<file path="src/spfr_pkg.sv">
// constants shared by the supply monitor / power-fail reset block
// assumes a 10 MHz system clock and a 32-bit AHB-Lite register bus
package spfr_pkg;

    // ----------------------------------------------------------------
    // timing
    // ----------------------------------------------------------------
    localparam int unsigned CLK_PERIOD_NS = 100;
    localparam int unsigned REL_DELAY_NS = 400;
    localparam int unsigned REL_DELAY_RAW =
        (REL_DELAY_NS + CLK_PERIOD_NS - 1) / CLK_PERIOD_NS;
    localparam int unsigned REL_DELAY_CYC =
        (REL_DELAY_RAW < 1) ? 1 : REL_DELAY_RAW;

    // ----------------------------------------------------------------
    // register byte offsets
    // ----------------------------------------------------------------
    localparam logic [7:0] OFF_CTRL = 8'h00;
    localparam logic [7:0] OFF_RSRC = 8'h04;
    localparam logic [7:0] OFF_IRQ_ST = 8'h08;
    localparam logic [7:0] OFF_IRQ_CLR = 8'h0C;
    localparam logic [7:0] OFF_IRQ_EN = 8'h10;

    // ----------------------------------------------------------------
    // field positions
    // ----------------------------------------------------------------
    localparam int unsigned CTRL_EN_BIT = 7;
    localparam int unsigned CTRL_STAT_BIT = 6;
    localparam int unsigned RSRC_SEL_BIT = 1;
    localparam int unsigned RSRC_FERR_BIT = 6;
    localparam int unsigned IRQ_W = 3;
    localparam int unsigned IRQ_PFAIL_BIT = 0;
    localparam int unsigned IRQ_FERR_BIT = 1;
    localparam int unsigned IRQ_RECOV_BIT = 2;

    // ----------------------------------------------------------------
    // reset values
    // ----------------------------------------------------------------
    localparam logic MON_EN_RST = 1'b1;
    localparam logic POR_FLAG_RST = 1'b1;
    localparam logic MON_SEL_RST = 1'b0;
    localparam logic FERR_FLAG_RST = 1'b0;
    localparam logic [IRQ_W-1:0] IRQ_EN_RST = 3'h0;
    localparam logic [31:0] RDATA_RST = 32'h0000_0000;

    // ----------------------------------------------------------------
    // bus encodings
    // ----------------------------------------------------------------
    localparam logic [2:0] HSIZE_WORD = 3'h2;

    typedef enum logic [1:0] {
        ST_RUN,
        ST_PFAIL,
        ST_HOLD
    } spfr_state_t;

endpackage

</file>
<file path="src/spfr_ahb_port.sv">
// AHB-Lite slave front end: splits transfers into read and write strokes
// assumes single word transfers, one slave, zero wait states
`timescale 1ns/1ps
`default_nettype none
module spfr_ahb_port (
    input wire logic clk_i,
    input wire logic rst_n_i,
    input wire logic ce_i,
    input wire logic hsel_i,
    input wire logic [7:0] haddr_i,
    input wire logic [1:0] htrans_i,
    input wire logic hwrite_i,
    input wire logic [2:0] hsize_i,
    input wire logic hready_i,
    output logic rd_req_o,
    output logic wr_en_o,
    output logic [7:0] wr_addr_o,
    output logic hreadyout_o,
    output logic hresp_o
);
    import spfr_pkg::*;

    logic take;
    logic wr_pend_ff;
    logic [7:0] wr_addr_ff;
    logic rdy_ff;

    // ----------------------------------------------------------------
    // address phase
    // ----------------------------------------------------------------
    assign take = hsel_i & htrans_i[1] & hready_i & (hsize_i == HSIZE_WORD);
    assign rd_req_o = take & ~hwrite_i;

    always_ff @(posedge clk_i or negedge rst_n_i) begin
        if (!rst_n_i) begin
            wr_pend_ff <= 1'b0;
            wr_addr_ff <= 8'h00;
        end else if (ce_i) begin
            wr_pend_ff <= take & hwrite_i;
            if (take & hwrite_i) begin
                wr_addr_ff <= haddr_i;
            end
        end
    end

    // ----------------------------------------------------------------
    // data phase: ready from the first enabled clock after reset, always okay
    // ----------------------------------------------------------------
    always_ff @(posedge clk_i or negedge rst_n_i) begin
        if (!rst_n_i) begin
            rdy_ff <= 1'b0;
        end else if (ce_i) begin
            rdy_ff <= 1'b1;
        end
    end

    assign wr_en_o = wr_pend_ff & ce_i;
    assign wr_addr_o = wr_addr_ff;
    assign hreadyout_o = rdy_ff;
    assign hresp_o = 1'b0;
endmodule
`default_nettype wire

</file>
<file path="src/spfr_top.sv">
// supply monitor and power-fail reset controller with its registers
// assumes the comparator output and flash requests are clock-synchronous
//
// Behaviour
// - supply low drives pin, holds core reset
// - supply recovered releases core from reset
// - power-fail reset leaves data memory untouched
// - power-on enables monitor; other resets keep
// - flash op with monitor off: error reset
// - power-on exit sets flag bit 1
// - flash error reset sets flag bit 6
`timescale 1ns/1ps
`default_nettype none
module spfr_top #(
    parameter int unsigned REL_CYC = spfr_pkg::REL_DELAY_CYC,
    parameter int unsigned CNT_W = 8
) (
    input wire logic MCLK_I,
    input wire logic RST_N_I,
    input wire logic CE_I,
    input wire logic HSEL_I,
    input wire logic [31:0] HADDR_I,
    input wire logic [1:0] HTRANS_I,
    input wire logic HWRITE_I,
    input wire logic [2:0] HSIZE_I,
    input wire logic [31:0] HWDATA_I,
    input wire logic HREADY_I,
    output logic [31:0] HRDATA_O,
    output logic HREADYOUT_O,
    output logic HRESP_O,
    input wire logic SUPPLY_OK_I,
    input wire logic FLASH_REQ_I,
    output logic FLASH_GO_O,
    input wire logic RST_PIN_IN_I,
    output logic RST_PIN_OUT_O,
    output logic RST_PIN_OE_N_O,
    output logic CORE_RST_O,
    output logic IRQ_O
);
    import spfr_pkg::*;

    // ----------------------------------------------------------------
    // elaboration checks
    // ----------------------------------------------------------------
    if (REL_CYC < 1 || REL_CYC >= (1 << CNT_W)) begin : g_chk
        $error("release delay does not fit the counter");
    end

    // ----------------------------------------------------------------
    // declarations
    // ----------------------------------------------------------------
    logic rd_req;
    logic wr_en;
    logic [7:0] wr_addr;
    logic [31:0] rdata_ff;
    logic mon_en_ff;
    logic mon_sel_ff;
    logic por_flag_ff;
    logic ferr_flag_ff;
    logic [IRQ_W-1:0] irq_st_ff;
    logic [IRQ_W-1:0] irq_en_ff;
    logic irq_ff;
    spfr_state_t state_ff;
    spfr_state_t nxt_state;
    logic [CNT_W-1:0] cnt_ff;
    logic [CNT_W-1:0] nxt_cnt;
    logic drive_ff;
    logic nxt_drive;
    logic core_rst_ff;
    logic flash_go_ff;
    logic pfail_cond;
    logic ext_rst;
    logic ferr_evt;
    logic pfail_evt;
    logic recov_evt;
    logic [IRQ_W-1:0] irq_evt;

    // ----------------------------------------------------------------
    // functions
    // ----------------------------------------------------------------
    function automatic logic hit(input logic [7:0] a, input logic [7:0] off);
        hit = (a == off);
    endfunction

    function automatic logic [CNT_W-1:0] rel_count();
        rel_count = CNT_W'(REL_CYC - 1);
    endfunction

    // ----------------------------------------------------------------
    // bus front end
    // ----------------------------------------------------------------
    spfr_ahb_port i_spfr_ahb_port (
        .clk_i(MCLK_I),
        .rst_n_i(RST_N_I),
        .ce_i(CE_I),
        .hsel_i(HSEL_I),
        .haddr_i(HADDR_I[7:0]),
        .htrans_i(HTRANS_I),
        .hwrite_i(HWRITE_I),
        .hsize_i(HSIZE_I),
        .hready_i(HREADY_I),
        .rd_req_o(rd_req),
        .wr_en_o(wr_en),
        .wr_addr_o(wr_addr),
        .hreadyout_o(HREADYOUT_O),
        .hresp_o(HRESP_O)
    );

    // ----------------------------------------------------------------
    // reset causes
    // ----------------------------------------------------------------
    assign pfail_cond = mon_en_ff & mon_sel_ff & ~SUPPLY_OK_I;
    assign ext_rst = ~RST_PIN_IN_I & ~drive_ff;
    // flash op refused while the monitor is off
    assign ferr_evt = (state_ff == ST_RUN) & FLASH_REQ_I & ~mon_en_ff;
    assign pfail_evt = (state_ff != ST_PFAIL) & (nxt_state == ST_PFAIL);
    assign recov_evt = (state_ff == ST_PFAIL) & (nxt_state != ST_PFAIL);

    // ----------------------------------------------------------------
    // reset sequencer
    // ----------------------------------------------------------------
    always_comb begin
        nxt_state = state_ff;
        nxt_cnt = cnt_ff;
        nxt_drive = drive_ff;
        case (state_ff)
            ST_RUN: begin
                if (pfail_cond) begin
                    nxt_state = ST_PFAIL;
                    nxt_drive = 1'b1;
                end else if (ferr_evt || ext_rst) begin
                    nxt_state = ST_HOLD;
                    nxt_cnt = rel_count();
                    nxt_drive = 1'b0;
                end
            end
            ST_PFAIL: begin
                if (SUPPLY_OK_I) begin
                    nxt_state = ST_HOLD;
                    nxt_cnt = rel_count();
                end
            end
            ST_HOLD: begin
                if (pfail_cond) begin
                    nxt_state = ST_PFAIL;
                    nxt_drive = 1'b1;
                end else if (ext_rst) begin
                    nxt_cnt = rel_count();
                end else if (cnt_ff == '0) begin
                    nxt_state = ST_RUN;
                    nxt_drive = 1'b0;
                end else begin
                    nxt_cnt = cnt_ff - CNT_W'(1);
                end
            end
            default: begin
                nxt_state = ST_HOLD;
                nxt_cnt = rel_count();
                nxt_drive = 1'b1;
            end
        endcase
    end

    // power-on starts in hold with the pin driven low
    always_ff @(posedge MCLK_I or negedge RST_N_I) begin
        if (!RST_N_I) begin
            state_ff <= ST_HOLD;
            cnt_ff <= CNT_W'(REL_CYC - 1);
            drive_ff <= 1'b1;
        end else if (CE_I) begin
            state_ff <= nxt_state;
            cnt_ff <= nxt_cnt;
            drive_ff <= nxt_drive;
        end
    end

    // core reset only; no memory wipe is ever issued
    always_ff @(posedge MCLK_I or negedge RST_N_I) begin
        if (!RST_N_I) begin
            core_rst_ff <= 1'b1;
        end else if (CE_I) begin
            core_rst_ff <= (nxt_state != ST_RUN);
        end
    end

    // flash pass-through only while running with the monitor on
    always_ff @(posedge MCLK_I or negedge RST_N_I) begin
        if (!RST_N_I) begin
            flash_go_ff <= 1'b0;
        end else if (CE_I) begin
            flash_go_ff <= (state_ff == ST_RUN) & FLASH_REQ_I & mon_en_ff
                & ~pfail_cond;
        end
    end

    // ----------------------------------------------------------------
    // control register
    // ----------------------------------------------------------------
    // only the power-on reset touches the enable
    always_ff @(posedge MCLK_I or negedge RST_N_I) begin
        if (!RST_N_I) begin
            mon_en_ff <= MON_EN_RST;
        end else if (CE_I) begin
            if (wr_en && hit(wr_addr, OFF_CTRL)) begin
                mon_en_ff <= HWDATA_I[CTRL_EN_BIT];
            end
        end
    end

    // ----------------------------------------------------------------
    // reset-source register
    // ----------------------------------------------------------------
    // select is lost on flash/external resets, kept on power fail
    always_ff @(posedge MCLK_I or negedge RST_N_I) begin
        if (!RST_N_I) begin
            mon_sel_ff <= MON_SEL_RST;
        end else if (CE_I) begin
            if (state_ff == ST_RUN && (ferr_evt || ext_rst) && !pfail_cond) begin
                mon_sel_ff <= 1'b0;
            end else if (wr_en && hit(wr_addr, OFF_RSRC)) begin
                mon_sel_ff <= HWDATA_I[RSRC_SEL_BIT];
            end
        end
    end

    always_ff @(posedge MCLK_I or negedge RST_N_I) begin
        if (!RST_N_I) begin
            por_flag_ff <= POR_FLAG_RST;
            ferr_flag_ff <= FERR_FLAG_RST;
        end else if (CE_I) begin
            if (pfail_evt) begin
                por_flag_ff <= 1'b1;
                ferr_flag_ff <= 1'b0;
            end else if (state_ff == ST_RUN && ferr_evt) begin
                por_flag_ff <= 1'b0;
                ferr_flag_ff <= 1'b1;
            end else if (state_ff == ST_RUN && ext_rst) begin
                por_flag_ff <= 1'b0;
                ferr_flag_ff <= 1'b0;
            end
        end
    end

    // ----------------------------------------------------------------
    // interrupt status, enable and clear
    // ----------------------------------------------------------------
    always_comb begin
        irq_evt = '0;
        irq_evt[IRQ_PFAIL_BIT] = pfail_evt;
        irq_evt[IRQ_FERR_BIT] = ferr_evt;
        irq_evt[IRQ_RECOV_BIT] = recov_evt;
    end

    // a new event wins over a clear in the same cycle
    always_ff @(posedge MCLK_I or negedge RST_N_I) begin
        if (!RST_N_I) begin
            irq_st_ff <= '0;
        end else if (CE_I) begin
            if (wr_en && hit(wr_addr, OFF_IRQ_CLR)) begin
                irq_st_ff <= (irq_st_ff & ~HWDATA_I[IRQ_W-1:0]) | irq_evt;
            end else begin
                irq_st_ff <= irq_st_ff | irq_evt;
            end
        end
    end

    always_ff @(posedge MCLK_I or negedge RST_N_I) begin
        if (!RST_N_I) begin
            irq_en_ff <= IRQ_EN_RST;
        end else if (CE_I) begin
            if (wr_en && hit(wr_addr, OFF_IRQ_EN)) begin
                irq_en_ff <= HWDATA_I[IRQ_W-1:0];
            end
        end
    end

    always_ff @(posedge MCLK_I or negedge RST_N_I) begin
        if (!RST_N_I) begin
            irq_ff <= 1'b0;
        end else if (CE_I) begin
            irq_ff <= |(irq_st_ff & irq_en_ff);
        end
    end

    // ----------------------------------------------------------------
    // read data, loaded in the address phase
    // ----------------------------------------------------------------
    always_ff @(posedge MCLK_I or negedge RST_N_I) begin
        if (!RST_N_I) begin
            rdata_ff <= RDATA_RST;
        end else if (CE_I && rd_req) begin
            rdata_ff <= RDATA_RST;
            if (hit(HADDR_I[7:0], OFF_CTRL)) begin
                rdata_ff[CTRL_EN_BIT] <= mon_en_ff;
                rdata_ff[CTRL_STAT_BIT] <= SUPPLY_OK_I;
            end else if (hit(HADDR_I[7:0], OFF_RSRC)) begin
                rdata_ff[RSRC_SEL_BIT] <= por_flag_ff;
                rdata_ff[RSRC_FERR_BIT] <= ferr_flag_ff;
            end else if (hit(HADDR_I[7:0], OFF_IRQ_ST)) begin
                rdata_ff[IRQ_W-1:0] <= irq_st_ff;
            end else if (hit(HADDR_I[7:0], OFF_IRQ_EN)) begin
                rdata_ff[IRQ_W-1:0] <= irq_en_ff;
            end
        end
    end

    // ----------------------------------------------------------------
    // outputs
    // ----------------------------------------------------------------
    assign HRDATA_O = rdata_ff;
    assign CORE_RST_O = core_rst_ff;
    assign RST_PIN_OUT_O = 1'b0;
    assign RST_PIN_OE_N_O = ~drive_ff;
    assign FLASH_GO_O = flash_go_ff;
    assign IRQ_O = irq_ff;
endmodule
`default_nettype wire

</file>
<file path="config.mk">
export PLATFORM = sky130hd
export DESIGN_NAME = spfr_top
export DESIGN_NICKNAME = d
export VERILOG_FILES = /design/src/spfr_pkg.sv /design/src/spfr_ahb_port.sv /design/src/spfr_top.sv
export SDC_FILE = /design/constraint.sdc
export NUM_CORES = 1
export LEC_CHECK = 0
export ABC_CLOCK_PERIOD_IN_PS = 1800
export BUFFER_PORTS_ARGS = -buffer_cell sky130_fd_sc_hd__buf_4
export CAP_MARGIN = 20
export CELL_PAD_IN_SITES_DETAIL_PLACEMENT = 1
export CELL_PAD_IN_SITES_GLOBAL_PLACEMENT = 1
export CORE_MARGIN = 3
export CORE_UTILIZATION = 30
export CTS_CLUSTER_SIZE = 25
export DETAILED_ROUTE_END_ITERATION = 7
export PLACE_DENSITY_LB_ADDON = 0.12
export SLEW_MARGIN = 15
export SYNTH_ARGS = -nofsm -noshare
export SYNTH_HDL_FRONTEND = slang
export SYNTH_SLANG_ARGS = --single-unit
</file>
<file path="constraint.sdc">
create_clock -name MCLK_I -period 1.8 [get_ports MCLK_I]
set_input_delay 0.27 -clock MCLK_I [delete_from_list [all_inputs] [get_ports MCLK_I]]
set_output_delay 0.27 -clock MCLK_I [all_outputs]
set_load 0.05 [all_outputs]
</file>
==> results of run 1 <==
[critical path, stage by stage, from the launching register on]
cell and delay [ns]:
dfstp_2 0.54, inv_2 0.04, ha_2 0.18, nor3b_4 0.17, and2_4 0.17, or4_1 0.49
nand3_1 0.08
[per-stage QoR]
stage,instances,setup WS (ns),TNS (ns)
6_report,373,0.08597,0
5_1_grt,373,0.01186,0
4_1_cts,372,0.01172,0
3_5_place_dp,363,-0.05650,-0.05650
3_3_place_gp,363,-0.01642,-0.01642
2_1_floorplan,250,0.01328,0
[worst max path at each step]
| stage | from | endpoint | slack [ns] | cells after the start |
|---|---|---|---|---|
| floorplan | cnt_ff[0] | cnt_ff[3] | 0.01 | 6 |
| global placement | cnt_ff[0] | cnt_ff[3] | -0.02 | 6 |
| detailed placement | cnt_ff[1] | cnt_ff[3] | -0.06 | 6 |
| CTS | cnt_ff[1] | cnt_ff[5] | 0.01 | 6 |
| global route | cnt_ff[0] | cnt_ff[6] | 0.01 | 7 |
| finish | cnt_ff[1] | cnt_ff[5] | 0.09 | 6 |
[routing by layer]
| layer | track usage [%] | part of all wire, % | wire (um) |
|---|---|---|---|
| met1 | 20.70 | 50 | 2838 |
| met2 | 21.33 | 44 | 2492 |
| met3 | 3.087 | 4.7 | 266 |
| met4 | 4.084 | 0.94 | 53 |
| met5 | 0 | 0 | 0 |
[sequential cells by signal (all words and copies together) (netlist names)]
signal,count
irq_en_ff,3
ferr_flag_ff,1
mon_sel_ff,1
por_flag_ff,1
IRQ_O,1
HRDATA_O,5
irq_st_ff,3
i_spfr_ahb_port.hreadyout_o,1
state_ff,2
FLASH_GO_O,1
cnt_ff,8
i_spfr_ahb_port.wr_addr_o,8
mon_en_ff,1
i_spfr_ahb_port.wr_pend_ff,1
drive_ff,1
CORE_RST_O,1
[Yosys cell counts (2+ instances only)]
master     number
a211o_1         2
a211oi_1        2
a21o_1          4
a21oi_1         3
a22o_1          3
a22oi_1         3
and3_1          2
buf_4          31
dfrtp_1        32
dfstp_2         7
inv_1           9
mux2_2         13
nand2_1        14
nand2b_1        3
nand3_1         9
nand3b_1        3
nand4_1         3
nor2_1         17
nor2b_1         2
nor3_1          6
nor4_2          2
o211ai_1        4
o21ai_0        10
o21ai_1         4
o22ai_1         2
o2bb2ai_1       2
or2_2           2
or3_1           2
[kinds of logic after synthesis]
kind of cell | Yosys count | share of synthesized area, %
and+or+nand+nor | 77 | 19.88
AOI/OAI and AO/OA | 50 | 16.35
buffers and inverters | 41 | 12.43
DFF | 39 | 44.07
muxes | 13 | 6.551
adders and majority gates | 1 | 0.5598
other | 1 | 0.1678
[what timing repair did]
item,CTS,global route
gates cloned,0,0
pin swaps,0,1
gates resized for setup,1,7
setup endpoints to repair,1,7
hold endpoints to repair,32,0
buffers inserted,0,1
hold buffers,1,0
[report_power, final]
group	total, mW	switching [mW]	internal, mW	leakage, nW
clock network	0.875	0.320	0.554	0.0654
logic	1.02	0.599	0.425	0.717
registers	1.14	0.113	1.02	0.495
total	3.03	1.03	2.00	1.28
[area by class of cell]
type	count	area (um2)
inverter	9	33.78
fill	824	4250
clock buffer	6	72.57
sequential	39	984.7
tap	96	120.1
clock inverter	2	60.06
multi-input combinational	170	1109
timing repair buffer	51	389.1
[cells in the final DEF (no fill, tap or decap), types with 2 or more instances in the layout]
cell and n:
nand3_1 9, buf_4 49, dfstp_2 7, nand2_1 14
a21o_1 4, bufinv_16 2, o211ai_1 4, or3_1 2
dfrtp_1 32, a21oi_1 3, and3_1 2, nor4_2 2
a211o_1 2, clkbuf_8 5, or2_2 2, a22oi_1 3
conb_1 29, inv_1 8, a22o_1 3, nand3b_1 3
nand4_1 3, nand2b_1 3, nor2b_1 2, o2bb2ai_1 2
o22ai_1 2, mux2_2 13, nor2_1 16, o21ai_1 4
o21ai_0 10, nor3_1 6, a211oi_1 2
==> summary.md, run 1 <==
| Metric | Value |
|---|---|
| Post-route ant nets | `0` |
| WHS | `around 0.22 ns` |
| Worst-skew pair later-pin latency | `between 0.2 and 0.3 ns` |
| Vias | `roughly 1800` |
| Hold Path Origin | `HWDATA_I[2]` |
| Hold Violations, Final | `0` |
| Num rows | `30` |
| Clock Tree Buf Depth | `2` |
| CTS tree | `built` |
| Area post-placement | `about 2600 um2` |
| Cell Pwr Density | `approximately 1100 nW/um2` |
| TritonCTS buffer count | `5` |
| H-tree depth | `2` |
| EDFF count, synth | `0` |
| Number of detailed-route iterations in the first pass | `5` |
| Hold Path Class | `in2reg` |
| Hold path cells | `2` |
| Avg Inst Size Synth | `a little over 10 um2` |
| Largest net degree at the start of global routing | `40` |
| Synth Warn # | `0` |
| Final net count | `around 360` |
| All-Layer GR Usage | `between 10 and 15%` |
| Clk sinks | `39` |
| Hold endpoint | `irq_en_ff[2]` |
| Iteration-0 DRC count of the detailed router | `70` |
| RR Endpoint | `cnt_ff[5]` |
| Worst VDD drop | `approximately 330 uV` |
| Power, Total | `a little over 3 mW` |
| Port buffer count | `34` |
| Clock root buffer | `clkbuf_8` |
| # IOs | `117` |
| Post-synthesis cell count | `222` |
| Final setup violating endpoints | `0` |
| Core area | `around 7000 um2` |
| Yosys top cell by area | `dfrtp_1` |
| Initial antenna violation count | `0` |
| Max_cap viols | `0` |
| Die ar. | `between 8000 and 9000 um2` |
| Achievable Freq | `0.5834 GHz` |
| FF-to-FF Start | `cnt_ff[1]` |
| Core Util, Final | `between 30% and 40%` |
| Crit path required time | `2.03 ns` |
| DIE WIDTH | `about 92 um` |
| Status | `complete, no violations` |
| Final wirelength | `roughly 5.7 mm` |
| Synth top area share | `between 30% and 40%` |
| FFs w/ async S/R, synth | `100.0%` |
| R2R depth | `6` |
| Avg WL per Cell | `around 15 um` |
| Ranking of synthesized cells by area | `dfrtp_1 36%, buf_4 10%, dfstp_2 8.2%, mux2_2 6.6%, nor2_1 2.9%` |
| Clock Skew | `~0.0072 ns` |
| Register area share after synthesis | `44.06%` |
| Primary FF master, synth | `dfrtp_1` |
| Crit start category | `register` |
| Layout cells sized above 1 | `between 30% and 40%` |
| CP max FO | `4` |
| Final min period | `1.714 ns` |
| DP HPWL | `approximately 4.2 mm` |
| Tcrit/Tclk final | `between 90% and 100%` |
| Vias per cell | `between 4 and 5` |
| Critical path type | `reg2reg` |
| Initial Util | `31.84%` |
| Overflow after GRT | `0` |
| Synthesized area | `2235 um2` |
| Post-synth cell types | `54` |
| Setup slack, reg-to-reg | `around 0.086 ns` |
| Endpoint class of the critical path | `register` |
| Leakage power | `~1.3 nW` |
| Die Ht | `~90 um` |
| Finished Cell Area | `2769 um2` |
| Vias in the first global route | `1805` |
| Slew Viols, Final | `0` |
| Seq cells post-synth | `39` |
| Residual DRC | `0` |
| Clk pin slew, worst setup/hold paths | `about 0.080 ns` |
| ANT cells | `0` |
| Area Overhead vs Synth | `23.91%` |
| RD Place Congestion | `about 0.82` |
| RSZ-0062 raised after global routing | `no` |
| Global-route wire length before repair | `9.515 mm` |
| Critical path arrival | `between 1.5 and 2 ns` |
No activity file was read; power rests on OpenSTA's default activity.
==> run 2, diff against run 1 <==
SYNTH_HIERARCHICAL = 1   (was not set)
==> summary.md, run 2 <==
| Metric | Value |
|---|---|
| Final cell count without fillers | `387 (was 373)` |
| Slew Viols, Final | `0 (unchanged)` |
| Met2 usage | `23.17% (was 21.33%)` |
| Post-Synth Simple-Gate Area | `19.42% (was 19.88%)` |
| RR Endpoint | `cnt_ff[1] (was cnt_ff[5])` |
| Count leader, synth | `dfrtp_1 (unchanged)` |
| Initial antenna violation count | `0 (unchanged)` |
| GRT met1 Usage | `16.61% (was 20.70%)` |
| Layout cells sized above 1 | `43.40% (was 33.94%)` |
| Setup TNS | `-0.6455 ns (was 0 ns)` |
| Num rows | `31 (was 30)` |
| Hold Path Class | `in2reg (unchanged)` |
| Most common cell after layout, fill and taps aside | `buf_4 (unchanged)` |
| Cell Pwr Density | `882.4 nW/um2 (was 1096 nW/um2)` |
| Leakage power | `1.384 nW (was 1.278 nW)` |
| # IOs | `117 (unchanged)` |
| Mux share of post-synthesis cell area | `8.270% (was 6.551%)` |
| Synthesized area | `2300 um2 (was 2235 um2)` |
| Global-route wire length before repair | `9.356 mm (was 9.515 mm)` |
| Compound-gate portion of the synthesized area | `15.02% (was 16.35%)` |
| Hold endpoint | `mon_en_ff (was irq_en_ff[2])` |
| Critical path arrival | `2.15 ns (was 1.95 ns)` |
| Overflow after GRT | `0 (unchanged)` |
| Worst-skew pair later-pin latency | `0.30 ns (was 0.29 ns)` |
| Avg Inst Size Synth | `10.36 um2 (was 10.07 um2)` |
| Post-synth cell types | `61 (was 54)` |
| Post-route ant nets | `0 (unchanged)` |
| R2R depth | `6 (unchanged)` |
| Crit path required time | `2.03 ns (about the same)` |
| Place WS | `-0.3519 ns (was -0.05650 ns)` |
| Area Overhead vs Synth | `27.80% (was 23.91%)` |
| RSZ-0062 raised after global routing | `yes (was no)` |
| Post-Place Cells | `371 (was 363)` |
| Vias per cell | `4.649 (was 4.834)` |
| Final wirelength | `5.562 mm (was 5.651 mm)` |
| Status | `finished with violations (was complete, no violations)` |
| Largest net degree at the start of global routing | `40 (unchanged)` |
| Iteration-0 DRC count of the detailed router | `41 (was 70)` |
| Clock Skew | `0.009549 ns (was 0.007157 ns)` |
| XOR/XNOR share of the synthesized area | `0% (unchanged)` |
| Final min period | `1.922 ns (was 1.714 ns)` |
| Primary FF master, synth | `dfrtp_1 (unchanged)` |
| CP max FO | `4 (unchanged)` |
| Final net count | `366 (was 355)` |
| Hold Path Origin | `HWDATA_I[7] (was HWDATA_I[2])` |
| All-Layer GR Usage | `13.59% (was 14.28%)` |
| Endpoint class of the critical path | `register (unchanged)` |
| Crit start category | `register (unchanged)` |
| Core area | `7331 um2 (was 7019 um2)` |
| Hold path cells | `2 (unchanged)` |
| Residual DRC | `0 (unchanged)` |
| EDFF count, synth | `0 (unchanged)` |
| Worst VDD drop | `411.2 uV (was 331.7 uV)` |
| Worst-margin pin slew | `between 0.5 and 0.6 ns` |
| Initial Util | `31.37% (was 31.84%)` |
| DIE WIDTH | `93.56 um (was 92.31 um)` |
| Hold Violations, Final | `0 (unchanged)` |
| Clk sinks | `39 (unchanged)` |
| Grt peak-use layer | `met2 (unchanged)` |
| TritonCTS buffer count | `5 (unchanged)` |
| DP HPWL | `4.161 mm (was 4.225 mm)` |
| CTS tree | `built (unchanged)` |
| Most frequent cells in the layout | `65 x buf_4, 32 x dfrtp_1, 29 x conb_1 (was 49 x buf_4, 32 x dfrtp_1, 29 x conb_1)` |
| Combinational family with the most area after synthesis | `simple AND/OR/NAND/NOR gates (unchanged)` |
| Die ar. | `8753 um2 (was 8520 um2)` |
| Seq cells post-synth | `39 (unchanged)` |
| Final setup violating endpoints | `9 (was 0)` |
| Fillers | `834 (was 824)` |
| Met3 usage | `3.701% (was 3.087%)` |
| Ranking of synthesized cells by area | `dfrtp_1 35%, buf_4 9.8%, dfstp_2 8.0%, mux2_4 5.9%, o21ai_0 3.0% (was dfrtp_1 36%, buf_4 10%, dfstp_2 8.2%, mux2_2 6.6%, nor2_1 2.9%)` |
| Number of detailed-route iterations in the first pass | `4 (was 5)` |
| Failing checks | `negative setup slack` |
| Slew headroom | `between 60% and 70%` |
| Die Ht | `93.56 um (was 92.31 um)` |
| Avg WL per Cell | `14.37 um (was 15.15 um)` |
| Synth Warn # | `6 (was 0)` |
| Critical path type | `reg2reg (unchanged)` |
| Post-synthesis cell count | `222 (unchanged)` |
| FF-to-FF Start | `cnt_ff[0] (was cnt_ff[1])` |
| Post-synthesis adder-cell area fraction | `0.5441% (was 0.5599%)` |
| RD Place Congestion | `0.7714 (was 0.8247)` |
| Clk pin slew, worst setup/hold paths | `0.08 ns (about the same)` |
| Setup slack, reg-to-reg | `-0.12 ns (was 0.09 ns)` |
| Max_cap viols | `0 (unchanged)` |
| Synth top cells by count | `32 x dfrtp_1, 30 x buf_4, 14 x o21ai_0 (was 32 x dfrtp_1, 31 x buf_4, 17 x nor2_1)` |
| Tcrit/Tclk final | `106.8% (was 95.22%)` |
| Achievable Freq | `0.5202 GHz (was 0.5834 GHz)` |
| Synth top area share | `34.82% (was 35.83%)` |
| Register area share after synthesis | `42.82% (was 44.06%)` |
| Yosys top cell by area | `dfrtp_1 (unchanged)` |
| H-tree depth | `2 (unchanged)` |
| Vias | `1799 (was 1803)` |
| Core Util, Final | `40.09% (was 39.45%)` |
| Port buffer count | `34 (unchanged)` |
| FFs w/ async S/R, synth | `100.0% (unchanged)` |
| Vias in the first global route | `1880 (was 1805)` |
| Setup slack after layout | `-0.1222 ns (was 0.08597 ns)` |
| Clock Tree Buf Depth | `2 (unchanged)` |
| Clock root buffer | `clkbuf_8 (unchanged)` |
| ANT cells | `0 (unchanged)` |
-- run 2: logic make-up after synthesis --
family          after synthesis
buf+inv                      47
other cells                   2
mux                          14
compound gates               47
fa+ha+maj                     1
simple gates                 72
flops                        39
-- run 2: worst max path at each step --
stage                     startpoint     endpoint  slack (ns)  depth (start not counted)
after floorplan            cnt_ff[0]    cnt_ff[1]       -0.26                          8
after global placement    HSIZE_I[0]  HRDATA_O[6]       -0.31                          7
after detailed placement  HSIZE_I[0]  HRDATA_O[6]       -0.35                          7
after CTS                  cnt_ff[0]    cnt_ff[1]       -0.13                          6
after global routing       cnt_ff[0]    cnt_ff[1]       -0.21                          6
final                      cnt_ff[0]    cnt_ff[1]       -0.12                          6
-- run 2: timing repair --
| action | CTS | global route |
|---|---|---|
| endpoints found under the hold margin | 32 | 0 |
| pin swaps | 3 | 2 |
| hold buffers | 1 | 0 |
| gates resized for setup | 8 | 12 |
| endpoints found under the setup margin | 14 | 17 |
| setup buffers | 2 | 5 |
| gates cloned | 0 | 0 |
-- run 2: worst max-delay path, cell delays in order, from the launching register on --
cell	delay, ns
dfstp_2	0.38
inv_2	0.07
ha_4	0.13
or3b_4	0.39
nor4b_4	0.27
a211o_1	0.29
mux2_4	0.32
-- run 2: layout make-up --
class,instances,area (um2),area share [%]
tap,99,123.9,4.215
inverter,11,41.29,1.405
timing repair buffer,67,509.2,17.33
clock inverter,3,20.02,0.6811
clock buffer,5,68.82,2.341
multi-input combinational,163,1191,40.53
sequential,39,984.7,33.50
-- run 2: per-layer routing --
layer / vias up / wire length, um
met5: - / 0
met4: 0 / 81
met3: 8 / 249
met2: 36 / 2778
met1: 880 / 2453
li1: 875 / -
-- run 2: metrics by stage --
step           power [mW]  hold slack (ns)  cell area, um2
2_1_floorplan       1.713         -0.02559            2420
3_3_place_gp        1.937           0.2839            2709
3_5_place_dp        1.945           0.2859            2709
4_1_cts             2.611           0.1852            2863
5_1_grt             2.773           0.1758            2939
6_report            2.594           0.1998            2939
-- run 2: power by group --
group | total (mW) | internal (mW) | switching [mW]
Combinational | 0.841 | 0.382 | 0.459
Clock | 0.610 | 0.270 | 0.340
Sequential | 1.14 | 1.02 | 0.122
Total | 2.59 | 1.67 | 0.921
==> run 3, diff against run 2 <==
ABC_CLOCK_PERIOD_IN_PS = 1900   (was 1800)
CORE_UTILIZATION = 33   (was 30)
clock period = 1.9 ns   (was 1.8 ns; I/O delays follow)
==> summary.md, run 3 (synthesized netlist as in run 2, its figures left out) <==
| Metric | Value |
|---|---|
| Hold Violations, Final | `0 (unchanged)` |
| Die Ht | `89.48 um (was 93.56 um)` |
| Setup slack after layout | `-0.07920 ns (was -0.1222 ns)` |
| Hold Path Class | `in2reg (unchanged)` |
| Switching share of power | `34.28% (was 35.52%)` |
| H-tree depth | `2 (unchanged)` |
| DIE WIDTH | `89.48 um (was 93.56 um)` |
| Leakage power | `1.361 nW (was 1.384 nW)` |
| Post-Route M1 WL | `2.788 mm (was 2.453 mm)` |
| FF-to-FF Start | `cnt_ff[2] (was cnt_ff[0])` |
| Final min period | `1.979 ns (was 1.922 ns)` |
| Post-route ant nets | `0 (unchanged)` |
| Critical path startpoint | `cnt_ff[2] (was cnt_ff[0])` |
| Post-Place Cells | `360 (was 371)` |
| Slew Viols, Final | `0 (unchanged)` |
| Avg WL per Cell | `14.69 um (was 14.37 um)` |
| Final setup violating endpoints | `7 (was 9)` |
| Failing checks | `negative setup slack (unchanged)` |
| R2R depth | `4 (was 6)` |
| # IOs | `117 (unchanged)` |
| Endpoint class of the critical path | `register (unchanged)` |
| Vias in the first global route | `1837 (was 1880)` |
| Clk sinks | `39 (unchanged)` |
| RD Place Congestion | `0.7683 (was 0.7714)` |
| RSZ-0062 raised after global routing | `yes (unchanged)` |
| Number of detailed-route iterations in the first pass | `5 (was 4)` |
| Seq pwr share | `42.7% (was 44.0%)` |
| Largest net degree at the start of global routing | `40 (unchanged)` |
| Core area | `6568 um2 (was 7331 um2)` |
| Worst-skew pair later-pin latency | `0.30 ns (about the same)` |
| CTS tree | `built (unchanged)` |
| Max_cap viols | `0 (unchanged)` |
| Critical path arrival | `2.17 ns (was 2.15 ns)` |
| Met2 routed wirelength | `2.409 mm (was 2.778 mm)` |
| Place WS | `-0.2789 ns (was -0.3519 ns)` |
| Clock share of power | `27.9% (was 23.5%)` |
| Port buffer count | `34 (unchanged)` |
| Setup slack, reg-to-reg | `-0.08 ns (was -0.12 ns)` |
| Overflow after GRT | `0 (unchanged)` |
| Clock root buffer | `clkbuf_8 (unchanged)` |
| Vias per cell | `4.778 (was 4.649)` |
| Global-route wire length before repair | `9.045 mm (was 9.356 mm)` |
| Final cell count without fillers | `374 (was 387)` |
| Crit path required time | `2.09 ns (was 2.03 ns)` |
| NetSw | `0.8806 mW (was 0.9213 mW)` |
| Int Power | `1.688 mW (was 1.672 mW)` |
| Die ar. | `8007 um2 (was 8753 um2)` |
| RR Endpoint | `cnt_ff[7] (was cnt_ff[1])` |
| Status | `finished with violations (unchanged)` |
| Critical path type | `reg2reg (unchanged)` |
| Clock Skew | `0.006292 ns (was 0.009549 ns)` |
| Worst-margin pin slew | `0.5174 ns (was 0.5131 ns)` |
| Worst VDD drop | `389.5 uV (was 411.2 uV)` |
| Most frequent cells in the layout | `58 x buf_4, 32 x dfrtp_1, 29 x conb_1 (was 65 x buf_4, 32 x dfrtp_1, 29 x conb_1)` |
| CP Capture Point | `cnt_ff[7] (was cnt_ff[1])` |
| Initial Util | `35.02% (was 31.37%)` |
| Vias | `1787 (was 1799)` |
| Area Overhead vs Synth | `25.03% (was 27.80%)` |
| Met3 Routed Length | `205 um (was 249 um)` |
| Final net count | `359 (was 366)` |
| Achievable Freq | `0.5053 GHz (was 0.5202 GHz)` |
| DP HPWL | `3.977 mm (was 4.161 mm)` |
| Num rows | `29 (was 31)` |
| Final wirelength | `5.493 mm (was 5.562 mm)` |
| Logic pwr share | `29.4% (was 32.4%)` |
| Clk pin slew, worst setup/hold paths | `0.08 ns (about the same)` |
| Crit start category | `register (unchanged)` |
| Tcrit/Tclk final | `104.2% (was 106.8%)` |
| Core Util, Final | `43.78% (was 40.09%)` |
| CP max FO | `5 (was 4)` |
| TritonCTS buffer count | `5 (unchanged)` |
| All-Layer GR Usage | `14.75% (was 13.59%)` |
| Most common cell after layout, fill and taps aside | `buf_4 (unchanged)` |
| Initial antenna violation count | `0 (unchanged)` |
| Residual DRC | `0 (unchanged)` |
| Cell Pwr Density | `893.5 nW/um2 (was 882.4 nW/um2)` |
| Layout cells sized above 1 | `41.64% (was 43.40%)` |
| Top Metal Used | `met4 (unchanged)` |
| ANT cells | `0 (unchanged)` |
| Slew headroom | `65.50% (was 65.79%)` |
| Clock Tree Buf Depth | `2 (unchanged)` |
| Iteration-0 DRC count of the detailed router | `35 (was 41)` |
==> run 3: cell types whose count changed in the layout (fill, tap and decap cells not counted), moves of 2 or more <==
cell / before / now
buf_4: 65 / 58
mux2_2: 1 / 4
mux2_4: 12 / 9
clkinvlp_4: 2 / 0
nor4b_2: 1 / 3
o21ai_0: 9 / 11
or3_1: 1 / 3
or3_4: 2 / 0
==> run 3: worst min path at each step <==
stage / startpoint / endpoint / slack, ns / cells past startpoint
floorplan: RST_N_I / FLASH_GO_O / -0.01 / 0
global placement: RST_N_I / HRDATA_O[1] / 0.30 / 1
detailed placement: RST_N_I / HRDATA_O[1] / 0.30 / 1
CTS: HWDATA_I[7] / mon_en_ff / 0.21 / 2
global route: HWDATA_I[2] / irq_en_ff[2] / 0.21 / 2
finish: HWDATA_I[7] / mon_en_ff / 0.22 / 2
==> run 3: what timing repair did <==
action	CTS	global route
buffers inserted	4	2
gates resized for setup	2	12
endpoints found under the setup margin	9	16
hold buffers	1	0
hold endpoints to repair	32	0
pin swaps	2	2
==> run 3: cell type report <==
| type | count | area (um2) |
|---|---|---|
| fill | 741 | 3692 |
| multi-input combinational | 163 | 1164 |
| sequential | 39 | 984.7 |
| timing repair buffer | 60 | 456.7 |
| tap | 93 | 116.4 |
| clock buffer | 5 | 68.82 |
| clock inverter | 3 | 43.79 |
| inverter | 11 | 41.29 |
==> run 3: power groups by stage <==
stage	sequential (mW)	combinational (mW)	clock, mW
global route	1.12	0.820	0.783
CTS	1.09	0.741	0.737
floorplan	1.08	0.541	0
global placement	1.10	0.712	0
detailed placement	1.10	0.722	0
finish	1.10	0.755	0.717
==> run 3: worst max-delay path, cell delays in order (launching register included) <==
cell and delay, ns:
dfrtp_1 0.43, or4_4 0.55, or4_1 0.46, a21bo_2 0.23, o22a_2 0.19
==> run 3: stage by stage <==
step	total power [mW]	hold WS (ns)	instance area, um2	setup TNS (ns)
global placement	1.814	0.2974	2664	-1.838
global route	2.723	0.2086	2875	-0.8460
floorplan	1.622	-0.01059	2420	-0.2008
CTS	2.565	0.2088	2823	-0.3584
detailed placement	1.824	0.2985	2664	-1.849
finish	2.569	0.2158	2875	-0.4361
==> run 3: metal layers <==
metal | global-route usage [%] | vias to the layer above
met5 | 0 | -
met4 | 5.277 | 0
met3 | 2.304 | 6
met2 | 23.31 | 52
met1 | 20.40 | 871
li1 | - | 858
